==> src/sfcf_pkg.sv <==
// Purpose: Shared constants and types of the serial memory command front end.
// Assumes: One system clock; serial pins are asynchronous to it.
// Notes:   Opcode values and status bit positions are fixed by the device.
package sfcf_pkg;

    localparam logic [7:0] OP_LATCH_SET    = 8'h06;
    localparam logic [7:0] OP_LATCH_CLEAR  = 8'h04;
    localparam logic [7:0] OP_STATUS_READ  = 8'h05;
    localparam logic [7:0] OP_STATUS_WRITE = 8'h01;
    localparam logic [7:0] OP_MEM_READ     = 8'h03;
    localparam logic [7:0] OP_FAST_READ    = 8'h0b;
    localparam logic [7:0] OP_MEM_WRITE    = 8'h02;
    localparam logic [7:0] OP_SLEEP        = 8'hb9;
    localparam logic [7:0] OP_IDENT_READ   = 8'h9f;
    localparam logic [7:0] OP_SERIAL_READ  = 8'hc3;

    localparam int ADDR_BYTES    = 3;
    localparam int ADDR_USED     = 17;
    localparam int ADDR_RX_BITS  = 24;
    localparam int BYTE_BITS     = 8;

    localparam int ST_WEL_BIT    = 1;
    localparam int ST_BP0_BIT    = 2;
    localparam int ST_BP1_BIT    = 3;
    localparam int ST_ONE_BIT    = 6;
    localparam int ST_WPEN_BIT   = 7;

    localparam logic RST_WEL     = 1'b0;
    localparam logic RST_CS_N    = 1'b1;
    localparam logic RST_SCK     = 1'b0;
    localparam logic RST_HOLD_N  = 1'b1;
    localparam logic RST_SI      = 1'b0;

    typedef enum logic [3:0] {
        SFCF_CMD_NONE,
        SFCF_LATCH_SET_CMD,
        SFCF_LATCH_CLEAR_CMD,
        SFCF_STATUS_READ_CMD,
        SFCF_STATUS_WRITE_CMD,
        SFCF_MEM_READ_CMD,
        SFCF_FAST_READ_CMD,
        SFCF_MEM_WRITE_CMD,
        SFCF_SLEEP_CMD,
        SFCF_IDENT_READ_CMD,
        SFCF_SERIAL_NUMBER_READ_CMD
    } sfcf_cmd_t;

    typedef enum logic [2:0] {
        SFCF_ST_IDLE   = 3'b000,
        SFCF_ST_OPCODE = 3'b001,
        SFCF_ST_ADDR   = 3'b011,
        SFCF_ST_DATA   = 3'b010,
        SFCF_ST_IGNORE = 3'b110
    } sfcf_state_t;

endpackage : sfcf_pkg

==> src/sfcf_op_if.sv <==
// Purpose: Carries a received opcode to the decoder and the decode back.
// Assumes: Purely combinational path inside one clock domain.
// Notes:   The front end drives the opcode, the decoder answers.
`timescale 1ns/1ns
`default_nettype none
interface sfcf_op_if;
    logic [7:0]         opcode;
    sfcf_pkg::sfcf_cmd_t cmd;
    logic               known;
    logic               has_addr;
    logic               is_read;

    modport front (output opcode, input cmd, input known, input has_addr,
                   input is_read);
    modport dec   (input opcode, output cmd, output known, output has_addr,
                   output is_read);
endinterface : sfcf_op_if
`default_nettype wire

==> src/sfcf_frontend.sv <==
// Purpose: Serial slave command front end of a byte-wide nonvolatile memory.
// Assumes: Serial pins are oversampled by sys_clk_i, several times faster.
// Notes:   Memory, protection and id sub-blocks sit behind the cmd port.
//
// Functional notes
// - Sample input on rise, drive output on fall.
// - Clock level at select picks mode 0/3.
// - Mode 3 waits for first clock transition.
// - Deselected: input ignored, output tristated.
// - First byte is opcode, one per select.
// - All bytes travel most significant bit first.
// - Three address bytes, low 17 bits used.
// - Unknown opcode: ignore rest, output stays tristated.
// - Ten opcodes; status read and write codes.
// - Latch set and latch clear opcode codes.
// - Read, fast read and write opcode codes.
// - Sleep, ident and serial number opcode codes.
// - Latch clear at power-up, set by opcode.
// - Status write data never reaches the latch.
// - Latch clears at deselect after writes.
// - Latch clear opcode blocks writes, flag zero.
// - Writes finish at once, never busy.
// - Write latch flag is status bit one.
// - Status read shifts out the status byte.
// - Hold low freezes clock and select.
`timescale 1ns/1ns
`default_nettype none
module sfcf_frontend (
    input  wire logic                      sys_clk_i,
    input  wire logic                      rst_i,
    input  wire logic                      cs_n_i,
    input  wire logic                      sck_i,
    input  wire logic                      si_i,
    input  wire logic                      hold_n_i,
    input  wire logic [2:0]                prot_bits_i,
    input  wire logic [7:0]                tx_byte_i,
    output var  logic                      so_o,
    output var  logic                      so_oe_o,
    output var  logic                      cmd_valid_o,
    output var  sfcf_pkg::sfcf_cmd_t       cmd_o,
    output var  logic                      active_o,
    output var  logic                      addr_valid_o,
    output var  logic [16:0]               addr_o,
    output var  logic                      rx_valid_o,
    output var  logic [7:0]                rx_byte_o,
    output var  logic                      tx_req_o,
    output var  logic                      wel_o,
    output var  logic                      mode3_o
);
    localparam logic [3:0] SYNC_RST = {sfcf_pkg::RST_HOLD_N,
        sfcf_pkg::RST_SI, sfcf_pkg::RST_SCK, sfcf_pkg::RST_CS_N};

    logic [3:0]              pins_s;
    logic                    cs_s, sck_s, si_s, hold_s;
    logic                    cs_q_reg, sck_q_reg;
    sfcf_pkg::sfcf_state_t   state_reg, state_next;
    logic [2:0]              bit_cnt_reg;
    logic [1:0]              addr_cnt_reg;
    logic [23:0]             rx_sh_reg;
    logic [7:0]              tx_sh_reg;
    logic                    armed_reg, is_read_reg, tx_pend_reg;
    logic                    tx_stat_reg, clr_pend_reg;

    sfcf_op_if op ();

    sfcf_sync #(
        .WIDTH   (4),
        .RST_VAL (SYNC_RST)
    ) u_sync (
        .sys_clk_i (sys_clk_i),
        .rst_i     (rst_i),
        .async_i   ({hold_n_i, si_i, sck_i, cs_n_i}),
        .sync_o    (pins_s)
    );

    sfcf_opdec u_dec (
        .op (op)
    );

    assign cs_s   = pins_s[0];
    assign sck_s  = pins_s[1];
    assign si_s   = pins_s[2];
    assign hold_s = pins_s[3];

    // Hold masks every select and clock event.
    wire logic hold_ok  = hold_s;
    wire logic cs_fall  = hold_ok & cs_q_reg & ~cs_s;
    wire logic cs_rise  = hold_ok & ~cs_q_reg & cs_s;
    wire logic selected = hold_ok & ~cs_s & ~cs_q_reg;
    wire logic sck_rise = selected & armed_reg & sck_s & ~sck_q_reg;
    wire logic sck_fall = selected & ~sck_s & sck_q_reg;
    wire logic byte_end = sck_rise & (bit_cnt_reg == 3'h7);
    wire logic [23:0] rx_next = {rx_sh_reg[22:0], si_s};

    wire logic in_op   = (state_reg == sfcf_pkg::SFCF_ST_OPCODE);
    wire logic in_addr = (state_reg == sfcf_pkg::SFCF_ST_ADDR);
    wire logic in_data = (state_reg == sfcf_pkg::SFCF_ST_DATA);
    wire logic op_done = byte_end & in_op;
    wire logic op_ok   = op_done & op.known;
    wire logic op_bad  = op_done & ~op.known;
    wire logic addr_last = byte_end & in_addr &
        (addr_cnt_reg == 2'(sfcf_pkg::ADDR_BYTES - 1));
    wire logic data_byte = byte_end & in_data;

    // Data phase starts right after the opcode or after the last address.
    wire logic data_start = (op_ok & ~op.has_addr) | addr_last;
    wire logic read_start = (data_start & ((op_ok & op.is_read) |
                            (addr_last & is_read_reg))) |
                            (data_byte & is_read_reg);
    wire logic stat_sel = op_ok ? (op.cmd ==
                          sfcf_pkg::SFCF_STATUS_READ_CMD) : tx_stat_reg;

    wire logic set_wel = op_ok &
        (op.cmd == sfcf_pkg::SFCF_LATCH_SET_CMD);
    wire logic arm_clr = op_ok &
        ((op.cmd == sfcf_pkg::SFCF_LATCH_CLEAR_CMD) |
         (op.cmd == sfcf_pkg::SFCF_STATUS_WRITE_CMD) |
         (op.cmd == sfcf_pkg::SFCF_MEM_WRITE_CMD));

    // Status byte: fixed bits, the protection inputs and the live latch; bit 0 never shows busy.
    logic [7:0] status_byte;
    always_comb begin
        status_byte = 8'h00;
        status_byte[sfcf_pkg::ST_WEL_BIT]  = wel_o;
        status_byte[sfcf_pkg::ST_BP0_BIT]  = prot_bits_i[0];
        status_byte[sfcf_pkg::ST_BP1_BIT]  = prot_bits_i[1];
        status_byte[sfcf_pkg::ST_ONE_BIT]  = 1'b1;
        status_byte[sfcf_pkg::ST_WPEN_BIT] = prot_bits_i[2];
    end
    wire logic [7:0] tx_src = tx_stat_reg ? status_byte : tx_byte_i;

    assign op.opcode = rx_next[7:0];

    always_comb begin
        state_next = state_reg;
        case (state_reg)
            sfcf_pkg::SFCF_ST_IDLE: begin
                state_next = state_reg;
            end
            sfcf_pkg::SFCF_ST_OPCODE: begin
                if (op_bad) begin
                    state_next = sfcf_pkg::SFCF_ST_IGNORE;
                end else if (op_ok && op.has_addr) begin
                    state_next = sfcf_pkg::SFCF_ST_ADDR;
                end else if (op_ok) begin
                    state_next = sfcf_pkg::SFCF_ST_DATA;
                end
            end
            sfcf_pkg::SFCF_ST_ADDR: begin
                if (addr_last) begin
                    state_next = sfcf_pkg::SFCF_ST_DATA;
                end
            end
            sfcf_pkg::SFCF_ST_DATA: begin
                state_next = state_reg;
            end
            sfcf_pkg::SFCF_ST_IGNORE: begin
                state_next = state_reg;
            end
            default: begin
                state_next = sfcf_pkg::SFCF_ST_IDLE;
            end
        endcase
        if (cs_rise) begin
            state_next = sfcf_pkg::SFCF_ST_IDLE;
        end else if (cs_fall) begin
            state_next = sfcf_pkg::SFCF_ST_OPCODE;
        end
    end

    // Only the select history freezes under hold, so that a release
    // with a moved clock pin does not fake an edge on the clock line.
    always_ff @(posedge sys_clk_i or posedge rst_i) begin
        if (rst_i) begin
            cs_q_reg  <= sfcf_pkg::RST_CS_N;
            sck_q_reg <= sfcf_pkg::RST_SCK;
            state_reg <= sfcf_pkg::SFCF_ST_IDLE;
        end else begin
            cs_q_reg  <= hold_ok ? cs_s : cs_q_reg;
            sck_q_reg <= sck_s;
            state_reg <= state_next;
        end
    end

    // Mode 3 starts disarmed and arms on its first falling clock.
    always_ff @(posedge sys_clk_i or posedge rst_i) begin
        if (rst_i) begin
            armed_reg <= 1'b0;
            mode3_o   <= 1'b0;
        end else if (cs_fall) begin
            armed_reg <= ~sck_s;
            mode3_o   <= sck_s;
        end else if (sck_fall) begin
            armed_reg <= 1'b1;
        end
    end

    always_ff @(posedge sys_clk_i or posedge rst_i) begin
        if (rst_i) begin
            bit_cnt_reg  <= 3'h0;
            addr_cnt_reg <= 2'h0;
            rx_sh_reg    <= 24'h000000;
        end else if (cs_fall) begin
            bit_cnt_reg  <= 3'h0;
            addr_cnt_reg <= 2'h0;
            rx_sh_reg    <= 24'h000000;
        end else if (sck_rise) begin
            bit_cnt_reg  <= bit_cnt_reg + 3'h1;
            rx_sh_reg    <= rx_next;
            addr_cnt_reg <= (byte_end & in_addr) ?
                            addr_cnt_reg + 2'h1 : addr_cnt_reg;
        end
    end

    always_ff @(posedge sys_clk_i or posedge rst_i) begin
        if (rst_i) begin
            cmd_valid_o  <= 1'b0;
            cmd_o        <= sfcf_pkg::SFCF_CMD_NONE;
            active_o     <= 1'b0;
            is_read_reg  <= 1'b0;
            addr_valid_o <= 1'b0;
            addr_o       <= 17'h00000;
            rx_valid_o   <= 1'b0;
            rx_byte_o    <= 8'h00;
        end else begin
            cmd_valid_o  <= op_ok;
            cmd_o        <= op_ok ? op.cmd : cmd_o;
            active_o     <= cs_rise ? 1'b0 : (op_ok | active_o);
            is_read_reg  <= op_ok ? op.is_read : is_read_reg;
            addr_valid_o <= addr_last;
            addr_o       <= addr_last ?
                rx_next[sfcf_pkg::ADDR_USED-1:0] : addr_o;
            rx_valid_o   <= data_byte;
            rx_byte_o    <= data_byte ? rx_next[7:0] : rx_byte_o;
        end
    end

    // Read data is loaded on the falling edge after the byte boundary, so a
    // sub-block gets the time up to that edge to present tx_byte_i.
    always_ff @(posedge sys_clk_i or posedge rst_i) begin
        if (rst_i) begin
            tx_pend_reg <= 1'b0;
            tx_stat_reg <= 1'b0;
            tx_req_o    <= 1'b0;
            tx_sh_reg   <= 8'h00;
            so_o        <= 1'b0;
        end else begin
            tx_req_o    <= read_start & ~stat_sel;
            tx_stat_reg <= cs_fall ? 1'b0 : stat_sel;
            if (cs_fall) begin
                tx_pend_reg <= 1'b0;
            end else if (read_start) begin
                tx_pend_reg <= 1'b1;
            end else if (sck_fall) begin
                tx_pend_reg <= 1'b0;
            end
            if (sck_fall && tx_pend_reg) begin
                so_o      <= tx_src[7];
                tx_sh_reg <= {tx_src[6:0], 1'b0};
            end else if (sck_fall) begin
                so_o      <= tx_sh_reg[7];
                tx_sh_reg <= {tx_sh_reg[6:0], 1'b0};
            end
        end
    end

    // Output drives only in the data phase of a read, while selected.
    always_ff @(posedge sys_clk_i or posedge rst_i) begin
        if (rst_i) begin
            so_oe_o <= 1'b0;
        end else begin
            so_oe_o <= selected & ~cs_rise & in_data & is_read_reg &
                       (tx_pend_reg | (bit_cnt_reg != 3'h0) |
                        so_oe_o);
        end
    end

    // Latch: set by its opcode, cleared at deselect after a write command.
    // The incoming status byte is never routed here.
    always_ff @(posedge sys_clk_i or posedge rst_i) begin
        if (rst_i) begin
            wel_o        <= sfcf_pkg::RST_WEL;
            clr_pend_reg <= 1'b0;
        end else begin
            clr_pend_reg <= cs_fall ? 1'b0 : (arm_clr | clr_pend_reg);
            if (set_wel) begin
                wel_o <= 1'b1;
            end else if (cs_rise && clr_pend_reg) begin
                wel_o <= 1'b0;
            end
        end
    end

    logic [1:0] ops_seen_reg;
    always_ff @(posedge sys_clk_i or posedge rst_i) begin
        if (rst_i) begin
            ops_seen_reg <= 2'h0;
        end else if (cs_fall) begin
            ops_seen_reg <= 2'h0;
        end else if (cmd_valid_o && ops_seen_reg != 2'h3) begin
            ops_seen_reg <= ops_seen_reg + 2'h1;
        end
    end
endmodule : sfcf_frontend
`default_nettype wire

==> src/sfcf_opdec.sv <==
// Purpose: Maps an opcode byte onto the command set.
// Assumes: Opcode is stable while it is read.
// Notes:   Any byte outside the ten opcodes decodes as unknown.
`timescale 1ns/1ns
`default_nettype none
module sfcf_opdec (
    sfcf_op_if.dec op
);
    wire logic [7:0] o = op.opcode;

    assign op.cmd =
        (o == sfcf_pkg::OP_LATCH_SET)    ? sfcf_pkg::SFCF_LATCH_SET_CMD    :
        (o == sfcf_pkg::OP_LATCH_CLEAR)  ? sfcf_pkg::SFCF_LATCH_CLEAR_CMD  :
        (o == sfcf_pkg::OP_STATUS_READ)  ? sfcf_pkg::SFCF_STATUS_READ_CMD  :
        (o == sfcf_pkg::OP_STATUS_WRITE) ? sfcf_pkg::SFCF_STATUS_WRITE_CMD :
        (o == sfcf_pkg::OP_MEM_READ)     ? sfcf_pkg::SFCF_MEM_READ_CMD     :
        (o == sfcf_pkg::OP_FAST_READ)    ? sfcf_pkg::SFCF_FAST_READ_CMD    :
        (o == sfcf_pkg::OP_MEM_WRITE)    ? sfcf_pkg::SFCF_MEM_WRITE_CMD    :
        (o == sfcf_pkg::OP_SLEEP)        ? sfcf_pkg::SFCF_SLEEP_CMD        :
        (o == sfcf_pkg::OP_IDENT_READ)   ? sfcf_pkg::SFCF_IDENT_READ_CMD   :
        (o == sfcf_pkg::OP_SERIAL_READ)  ?
            sfcf_pkg::SFCF_SERIAL_NUMBER_READ_CMD : sfcf_pkg::SFCF_CMD_NONE;

    assign op.known    = (op.cmd != sfcf_pkg::SFCF_CMD_NONE);
    assign op.has_addr = (op.cmd == sfcf_pkg::SFCF_MEM_READ_CMD) ||
                         (op.cmd == sfcf_pkg::SFCF_FAST_READ_CMD) ||
                         (op.cmd == sfcf_pkg::SFCF_MEM_WRITE_CMD);
    assign op.is_read  = (op.cmd == sfcf_pkg::SFCF_STATUS_READ_CMD) ||
                         (op.cmd == sfcf_pkg::SFCF_MEM_READ_CMD) ||
                         (op.cmd == sfcf_pkg::SFCF_FAST_READ_CMD) ||
                         (op.cmd == sfcf_pkg::SFCF_IDENT_READ_CMD) ||
                         (op.cmd == sfcf_pkg::SFCF_SERIAL_NUMBER_READ_CMD);
endmodule : sfcf_opdec
`default_nettype wire

==> src/sfcf_sync.sv <==
// Purpose: Two-stage synchroniser for a group of asynchronous levels.
// Assumes: Each bit is an independent level.
// Notes:   Only the second stage may be read by other logic.
`timescale 1ns/1ns
`default_nettype none
module sfcf_sync #(
    parameter int               WIDTH   = 4,
    parameter logic [WIDTH-1:0] RST_VAL = '0
) (
    input  wire logic             sys_clk_i,
    input  wire logic             rst_i,
    input  wire logic [WIDTH-1:0] async_i,
    output var  logic [WIDTH-1:0] sync_o
);
    logic [WIDTH-1:0] meta_reg;

    for (genvar b = 0; b < WIDTH; b++) begin : g_bit
        always_ff @(posedge sys_clk_i or posedge rst_i) begin
            if (rst_i) begin
                meta_reg[b] <= RST_VAL[b];
                sync_o[b]   <= RST_VAL[b];
            end else begin
                meta_reg[b] <= async_i[b];
                sync_o[b]   <= meta_reg[b];
            end
        end
    end
endmodule : sfcf_sync
`default_nettype wire

==> config.mk <==
export PLATFORM = sky130hd
export DESIGN_NAME = sfcf_frontend
export DESIGN_NICKNAME = d
export VERILOG_FILES = /design/src/sfcf_pkg.sv /design/src/sfcf_op_if.sv /design/src/sfcf_frontend.sv /design/src/sfcf_opdec.sv /design/src/sfcf_sync.sv
export SDC_FILE = /design/constraint.sdc
export NUM_CORES = 1
export LEC_CHECK = 0
export ABC_AREA = 1
export BUFFER_PORTS_ARGS = -buffer_cell sky130_fd_sc_hd__clkbuf_2
export CORE_ASPECT_RATIO = 1.4
export CORE_MARGIN = 1.5
export CORE_UTILIZATION = 41
export DETAILED_ROUTE_END_ITERATION = 8
export PLACE_DENSITY = 0.66
export SLEW_MARGIN = 20
export SYNTH_ARGS = -nofsm -noshare
export SYNTH_HDL_FRONTEND = slang
export SYNTH_HIERARCHICAL = 1
export SYNTH_SLANG_ARGS = --single-unit
==> constraint.sdc <==
create_clock -name sys_clk_i -period 2.7 [get_ports sys_clk_i]
set_input_delay 0.54 -clock sys_clk_i [delete_from_list [all_inputs] [get_ports sys_clk_i]]
set_output_delay 0.54 -clock sys_clk_i [all_outputs]
set_load 0.05 [all_outputs]
==> run summary, run 1 <==
status: finished clean
Static Leak: 0.002514 uW
worst slew pin tran: 0.7280 ns
placed wire-length estimate: 5.364 mm
Sequential Power Share: 45.1%
Mapped Area: 3765 um^2
DRC: 0
GPL Wtd Cong: 0.7864
# rows: 41
syn_area_per_cell: 9.228 um^2
H-tree levels: 3
DRT antenna net count: 0
clk_skew: 0.007557 ns
DP Worst Slack: 0.5912 ns
Max VDD drop: 0.0004913 V
Logic pwr share: 8.6%
Seq cells post-synth: 84
Pint: 2330 uW
Post-synth EDFFs: 0
die width: 83.99 um
CTS tree: built
vias per std cell: 4.964
core area: 8977 um^2
largest net degree at the start of global routing: 44
Total Wirelength: 7.748 mm
crit path max fanout: 24
startpoint class of the critical path: flip-flop
synthesis-to-layout area growth: 18.71%
Period Utilization, post-route: 78.07%
CP peak stage delay: 0.54 ns
Die Span Y: 116.4 um
RSZ-0062 raised after global routing: false
final setup vio count: 0
Initial Utilization: 41.94%
clock share of power: 46.3%
final instance area: 4469 um^2
grt ovf: 0
first-pass GRT wire length: 13.06 mm
Tmin final: 2.108 ns
slowest cell on the critical path: dfstp_2
initial antenna violation count: 0
Synth Warn #: 6
clk_lat worst skew: 0.34 ns
max_cap viols: 0
Largest register FFs: 17
syn_nets: 429
worst-path cell chain: nand3_2, nor2_8, nand4_4, inv_2, nand2_1, nand2_1
Initial DRT Pass Iterations: 4
Antenna Cells: 0
worst hold slack: 0.1472 ns
Slew Viols, Final: 0
Netlist cell types: 40
post_cts resized: 0
NetSw: 704.7 uW
clk root buf: clkbuf_16
Die Area: 9774 um^2
share of layout cells above drive strength 1: 25.11%
most frequent CP cell: nand2_1
Switching Share: 23.22%
Fin. Hold Viols: 0
crit end category: flip-flop
Port-buffer cells: 54
Placement Cell Area: 4130 um^2
vias in the first global route: 2,778
most frequent cell after synthesis: nand2_1
wire length per cell: 13.43 um
global-route usage over all layers: 17.18%
DR vias: 2,864
Largest delay share family, worst path: simple AND/OR/NAND/NOR gates
sequential area share after synthesis: 56.00%
clock sinks: 84
io pins: 55
CP bufs+invs: 1
final net count: 487
CTS Buf Count: 9
final standard cell utilization of the core: 49.78%
critical path class: reg -> reg
fmax: 474.4 MHz
PwrDens: 678.9 nW/um^2
synthesized instance count: 408
asr flop ratio synth: 100.0%
arrival time worst endpoint: 2.39 ns
setup ws final: 0.5920 ns
Longest Clk Path Bufs: 2
Post-synth top flop: dfrtp_1
Slew HR: 51.40%
post-CTS setup buffer count: 0
synth top area cells: dfrtp_1 (53%), nand2_1 (12%), inv_1 (4.5%)
Iter 0 DRT Violations: 216
Critical Path RT: 2.98 ns
CTS clock-pin slew for the worst setup and hold paths: 0.06 ns
Yosys top cell area share: 52.51%
worst hold path type: in -> async
setup TNS: 0 ns
# hold bufs at CTS: 0
Synth top cells by count: nand2_1 (123), dfrtp_1 (79), inv_1 (45), nand3_1 (23), nor2_1 (18)
leading area contributor after synthesis: dfrtp_1
==> power groups by stage <==
stage	combinational, uW	clock, uW	sequential (uW)
floorplan	175	0	1410
global placement	256	0	1390
detailed placement	263	0	1390
CTS	264	1440	1370
global route	299	1490	1370
finish	261	1410	1370
==> cell families after synthesis <==
kind of cell | synth area share (%)
simple gates | 26.09
mux | 0.2991
compound gates | 8.508
flops | 56.00
xor+xnor | 0.2327
fa+ha+maj | 1.329
buf+inv | 7.544
==> cell usage in the layout (no fill, tap or decap), types with 7 or more instances in the layout <==
master     Yosys  routed
a21oi_1        7       7
a22oi_1       14      14
clkbuf_16      0       9
clkbuf_2       0      54
dfrtp_1       79      79
inv_1         45      44
inv_2         11      12
nand2_1      123     123
nand2_2        8       8
nand3_1       23      23
nor2_1        18      18
o21ai_0       15      15
==> worst paths after layout <==
kind,slack (ns),cells after the start,from,endpoint
setup / recovery,0.59,6,u_sync/sync_o[3]$_DFF_PP1_,addr_o[6]$_DFFE_PP0P_
hold / removal,0.15,2,rst_i,u_sync/meta_reg[2]$_DFF_PP0_
setup reg to reg,0.59,6,u_sync/sync_o[3]$_DFF_PP1_,addr_o[6]$_DFFE_PP0P_
hold reg to reg,0.35,0,u_sync/meta_reg[1]$_DFF_PP0_,u_sync/sync_o[1]$_DFF_PP0_
max in group asynchronous,1.70,3,rst_i,rx_byte_o[1]$_DFFE_PP0N_
min in group sys_clk_i,0.28,1,hold_n_i,u_sync/meta_reg[3]$_DFF_PP1_
==> metal layers <==
metal / wire, um / global-route usage (%)
met5: 0 / 0
met4: 169 / 8.525
met3: 288 / 3.887
met2: 3901 / 28.60
met1: 3388 / 21.25
==> through the flow <==
stage	instances	power, uW
2_1_floorplan	408	1582
3_3_place_gp	562	1644
3_5_place_dp	562	1653
4_1_cts	577	3066
5_1_grt	577	3160
6_report	577	3034
==> worst reg2reg max path, stage by stage, from the launching register on <==
cell,delay (ns)
dfstp_2,0.54
nand3_2,0.14
nor2_8,0.36
nand4_4,0.42
inv_2,0.39
nand2_1,0.12
nand2_1,0.08
==> final cells by class <==
| type | instances | area, um^2 |
|---|---|---|
| fillers | 832 | 4508 |
| flip-flops and latches | 84 | 2108 |
| multi-input cells | 257 | 1373 |
| repair buffers | 56 | 297.8 |
| clock buffers | 10 | 239.0 |
| inverters | 58 | 217.7 |
| well taps | 107 | 133.9 |
| clock inverters | 5 | 100.1 |
Power figures use the tool's default switching activity.
==> run 2: changes to the inputs <==
--- a/config.mk
+++ b/config.mk
@@ -11,7 +11,7 @@
 export CORE_MARGIN = 1.5
 export CORE_UTILIZATION = 41
 export DETAILED_ROUTE_END_ITERATION = 8
-export PLACE_DENSITY = 0.66
+export PLACE_DENSITY = 0.69
 export SLEW_MARGIN = 20
 export SYNTH_ARGS = -nofsm -noshare
 export SYNTH_HDL_FRONTEND = slang
==> constraint.sdc (replaced) <==
create_clock -name sys_clk_i -period 1.9 [get_ports sys_clk_i]
set_input_delay 0.38 -clock sys_clk_i [delete_from_list [all_inputs] [get_ports sys_clk_i]]
set_output_delay 0.38 -clock sys_clk_i [all_outputs]
set_load 0.05 [all_outputs]
==> run summary, run 2 (synthesis gave the netlist of run 1 again) <==
initial antenna violation count: 0 (unchanged)
vias in the first global route: 2,835 (was 2,778)
final standard cell utilization of the core: 50.61% (was 49.78%)
Sequential Power Share: 47.6% (was 45.1%)
Pint: 3058 uW (was 2330 uW)
largest net degree at the start of global routing: 77 (was 44)
clk root buf: clkbuf_16 (unchanged)
setup ws final: 0.1292 ns (was 0.5920 ns)
worst hold path type: in -> async (unchanged)
# hold bufs at CTS: 0 (unchanged)
Initial DRT Pass Iterations: 4 (unchanged)
DRC: 0 (unchanged)
core area: 8977 um^2 (unchanged)
fmax: 564.7 MHz (was 474.4 MHz)
Static Leak: 0.002541 uW (was 0.002514 uW)
Critical Path RT: 2.17 ns (was 2.98 ns)
wire length per cell: 13.34 um (was 13.43 um)
Antenna Cells: 0 (unchanged)
CTS tree: built (unchanged)
Max VDD drop: 0.0004930 V (was 0.0004913 V)
vias per std cell: 4.976 (was 4.964)
FF-to-FF path depth: 12 (was 6)
final net count: 499 (was 487)
reg2reg setup slack: 0.13 ns (was 0.59 ns)
clk_lat worst skew: 0.35 ns (was 0.34 ns)
Pwr Total: 4086 uW (was 3034 uW)
arrival time worst endpoint: 2.04 ns (was 2.39 ns)
status: finished clean (unchanged)
Longest Clk Path Bufs: 2 (unchanged)
io pins: 55 (unchanged)
Switching Share: 25.17% (was 23.22%)
most common cell after layout, fill and taps aside: nand2_1 (unchanged)
worst slew pin tran: 0.5063 ns (was 0.7280 ns)
DRT antenna net count: 0 (unchanged)
crit end category: flip-flop (unchanged)
DP Cell Count: 569 (was 562)
Port-buffer cells: 54 (unchanged)
Iter 0 DRT Violations: 191 (was 216)
Die Span Y: 116.4 um (unchanged)
Fin. Hold Viols: 0 (unchanged)
clock share of power: 43.1% (was 46.3%)
GPL Wtd Cong: 0.8232 (was 0.7864)
clock sinks: 84 (unchanged)
startpoint class of the critical path: flip-flop (unchanged)
DP Worst Slack: -0.002292 ns (was 0.5912 ns)
Slew HR: 66.25% (was 51.40%)
CTS clock-pin slew for the worst setup and hold paths: 0.06 ns (about the same)
share of layout cells above drive strength 1: 28.99% (was 25.11%)
die width: 83.99 um (unchanged)
H-tree levels: 3 (unchanged)
Largest register FFs: 17 (unchanged)
worst r2r src: rx_sh_reg[6]$_DFFE_PP0P_ (was u_sync/sync_o[3]$_DFF_PP1_)
global-route usage over all layers: 17.01% (was 17.18%)
first-pass GRT wire length: 12.98 mm (was 13.06 mm)
NetSw: 1028 uW (was 704.7 uW)
count of non-filler cells in the finished layout: 590 (was 577)
Tmin final: 1.771 ns (was 2.108 ns)
critical path class: reg -> reg (unchanged)
Period Utilization, post-route: 93.20% (was 78.07%)
Placement Cell Area: 4187 um^2 (was 4130 um^2)
Total Wirelength: 7.869 mm (was 7.748 mm)
DR vias: 2,936 (was 2,864)
reg2reg end: clr_pend_reg$_DFF_PP0_ (was addr_o[6]$_DFFE_PP0P_)
final instance area: 4543 um^2 (was 4469 um^2)
# rows: 41 (unchanged)
Die Area: 9774 um^2 (unchanged)
synthesis-to-layout area growth: 20.67% (was 18.71%)
max_cap viols: 0 (unchanged)
crit path max fanout: 7 (was 24)
Initial Utilization: 41.94% (unchanged)
PwrDens: 899.4 nW/um^2 (was 678.9 nW/um^2)
clk_skew: 0.009977 ns (was 0.007557 ns)
commonest non-fill, non-tap cells in the layout: nand2_1 (123), dfrtp_1 (74), clkbuf_2 (54), inv_1 (43), nand3_1 (22) (was nand2_1 (123), dfrtp_1 (79), clkbuf_2 (54), inv_1 (44), nand3_1 (23))
RSZ-0062 raised after global routing: true (was false)
placed wire-length estimate: 5.527 mm (was 5.364 mm)
grt ovf: 0 (unchanged)
CTS Buf Count: 9 (unchanged)
Slew Viols, Final: 0 (unchanged)
final setup vio count: 0 (unchanged)
Logic pwr share: 9.3% (was 8.6%)
==> run 2: cell count changes in the layout (fill, tap and decap cells not counted) <==
cell / delta
buf_4: +12
inv_1: -1
nand3_2: +1
nand3_1: -1
dfrtp_2: +5
clkinv_4: +1
clkinvlp_4: +3
dfrtp_1: -5
bufinv_16: -2
nor2_1: -2
nor2_2: +2
==> run 2: metrics by stage <==
stage	TNS (ns)	hold slack, ns
6_report	0	0.0006474
5_1_grt	-0.05914	0.03285
4_1_cts	0	0.004241
3_5_place_dp	-0.002292	0.3487
3_3_place_gp	0	0.3322
2_1_floorplan	0	0.1928
==> run 2: routing by layer <==
layer	up-vias	routed length [um]	global-route usage [%]
li1	1443	-	-
met4	0	235	9.945
met5	-	0	0
met2	76	4033	29.68
met3	23	268	3.604
met1	1394	3332	19.42
==> run 2: cell type report <==
cell class | count | area (um^2)
Clock buffer | 10 | 239.0
Clock inverter | 6 | 63.81
Fill cell | 800 | 4434
Inverter | 58 | 221.5
Multi-Input combinational cell | 257 | 1383
Sequential cell | 84 | 2115
Tap cell | 107 | 133.9
Timing Repair Buffer | 68 | 387.9
==> run 2: worst max path at each step <==
stage,start,to,slack (ns)
final,rx_sh_reg[6]$_DFFE_PP0P_,clr_pend_reg$_DFF_PP0_,0.13
after global routing,rx_sh_reg[6]$_DFFE_PP0P_,clr_pend_reg$_DFF_PP0_,-0.04
after CTS,rx_sh_reg[3]$_DFFE_PP0P_,clr_pend_reg$_DFF_PP0_,0.04
after detailed placement,rx_sh_reg[3]$_DFFE_PP0P_,clr_pend_reg$_DFF_PP0_,-0.002
after global placement,rx_sh_reg[3]$_DFFE_PP0P_,clr_pend_reg$_DFF_PP0_,0.12
after floorplan,rx_sh_reg[4]$_DFFE_PP0P_,tx_req_o$_DFF_PP0_,0.24
==> run 2: what timing repair did <==
action / 4_1_cts / 5_1_grt
setup endpoints to repair: 4 / 12
endpoints found under the hold margin: 0 / 0
pin swaps: 0 / 5
gates resized for setup: 0 / 9
setup buffers: 1 / 4
==> run 2: worst max-delay path, stage by stage (launching register included) <==
cell	delay, ns
dfrtp_2	0.44
inv_2	0.06
nand2_2	0.08
nor2_8	0.20
nand3b_4	0.12
nand3_1	0.09
nor2_1	0.06
inv_1	0.07
inv_1	0.07
nor2_1	0.13
xor2_1	0.20
nand3_2	0.09
a21oi_2	0.11
==> run 2: power groups by stage <==
| stage | combinational [uW] | clock [uW] | sequential (uW) |
|---|---|---|---|
| 2_1_floorplan | 249 | 0 | 2000 |
| 3_3_place_gp | 363 | 0 | 1970 |
| 3_5_place_dp | 377 | 0 | 1980 |
| 4_1_cts | 379 | 1790 | 1940 |
| 5_1_grt | 430 | 1850 | 1960 |
| 6_report | 380 | 1760 | 1950 |
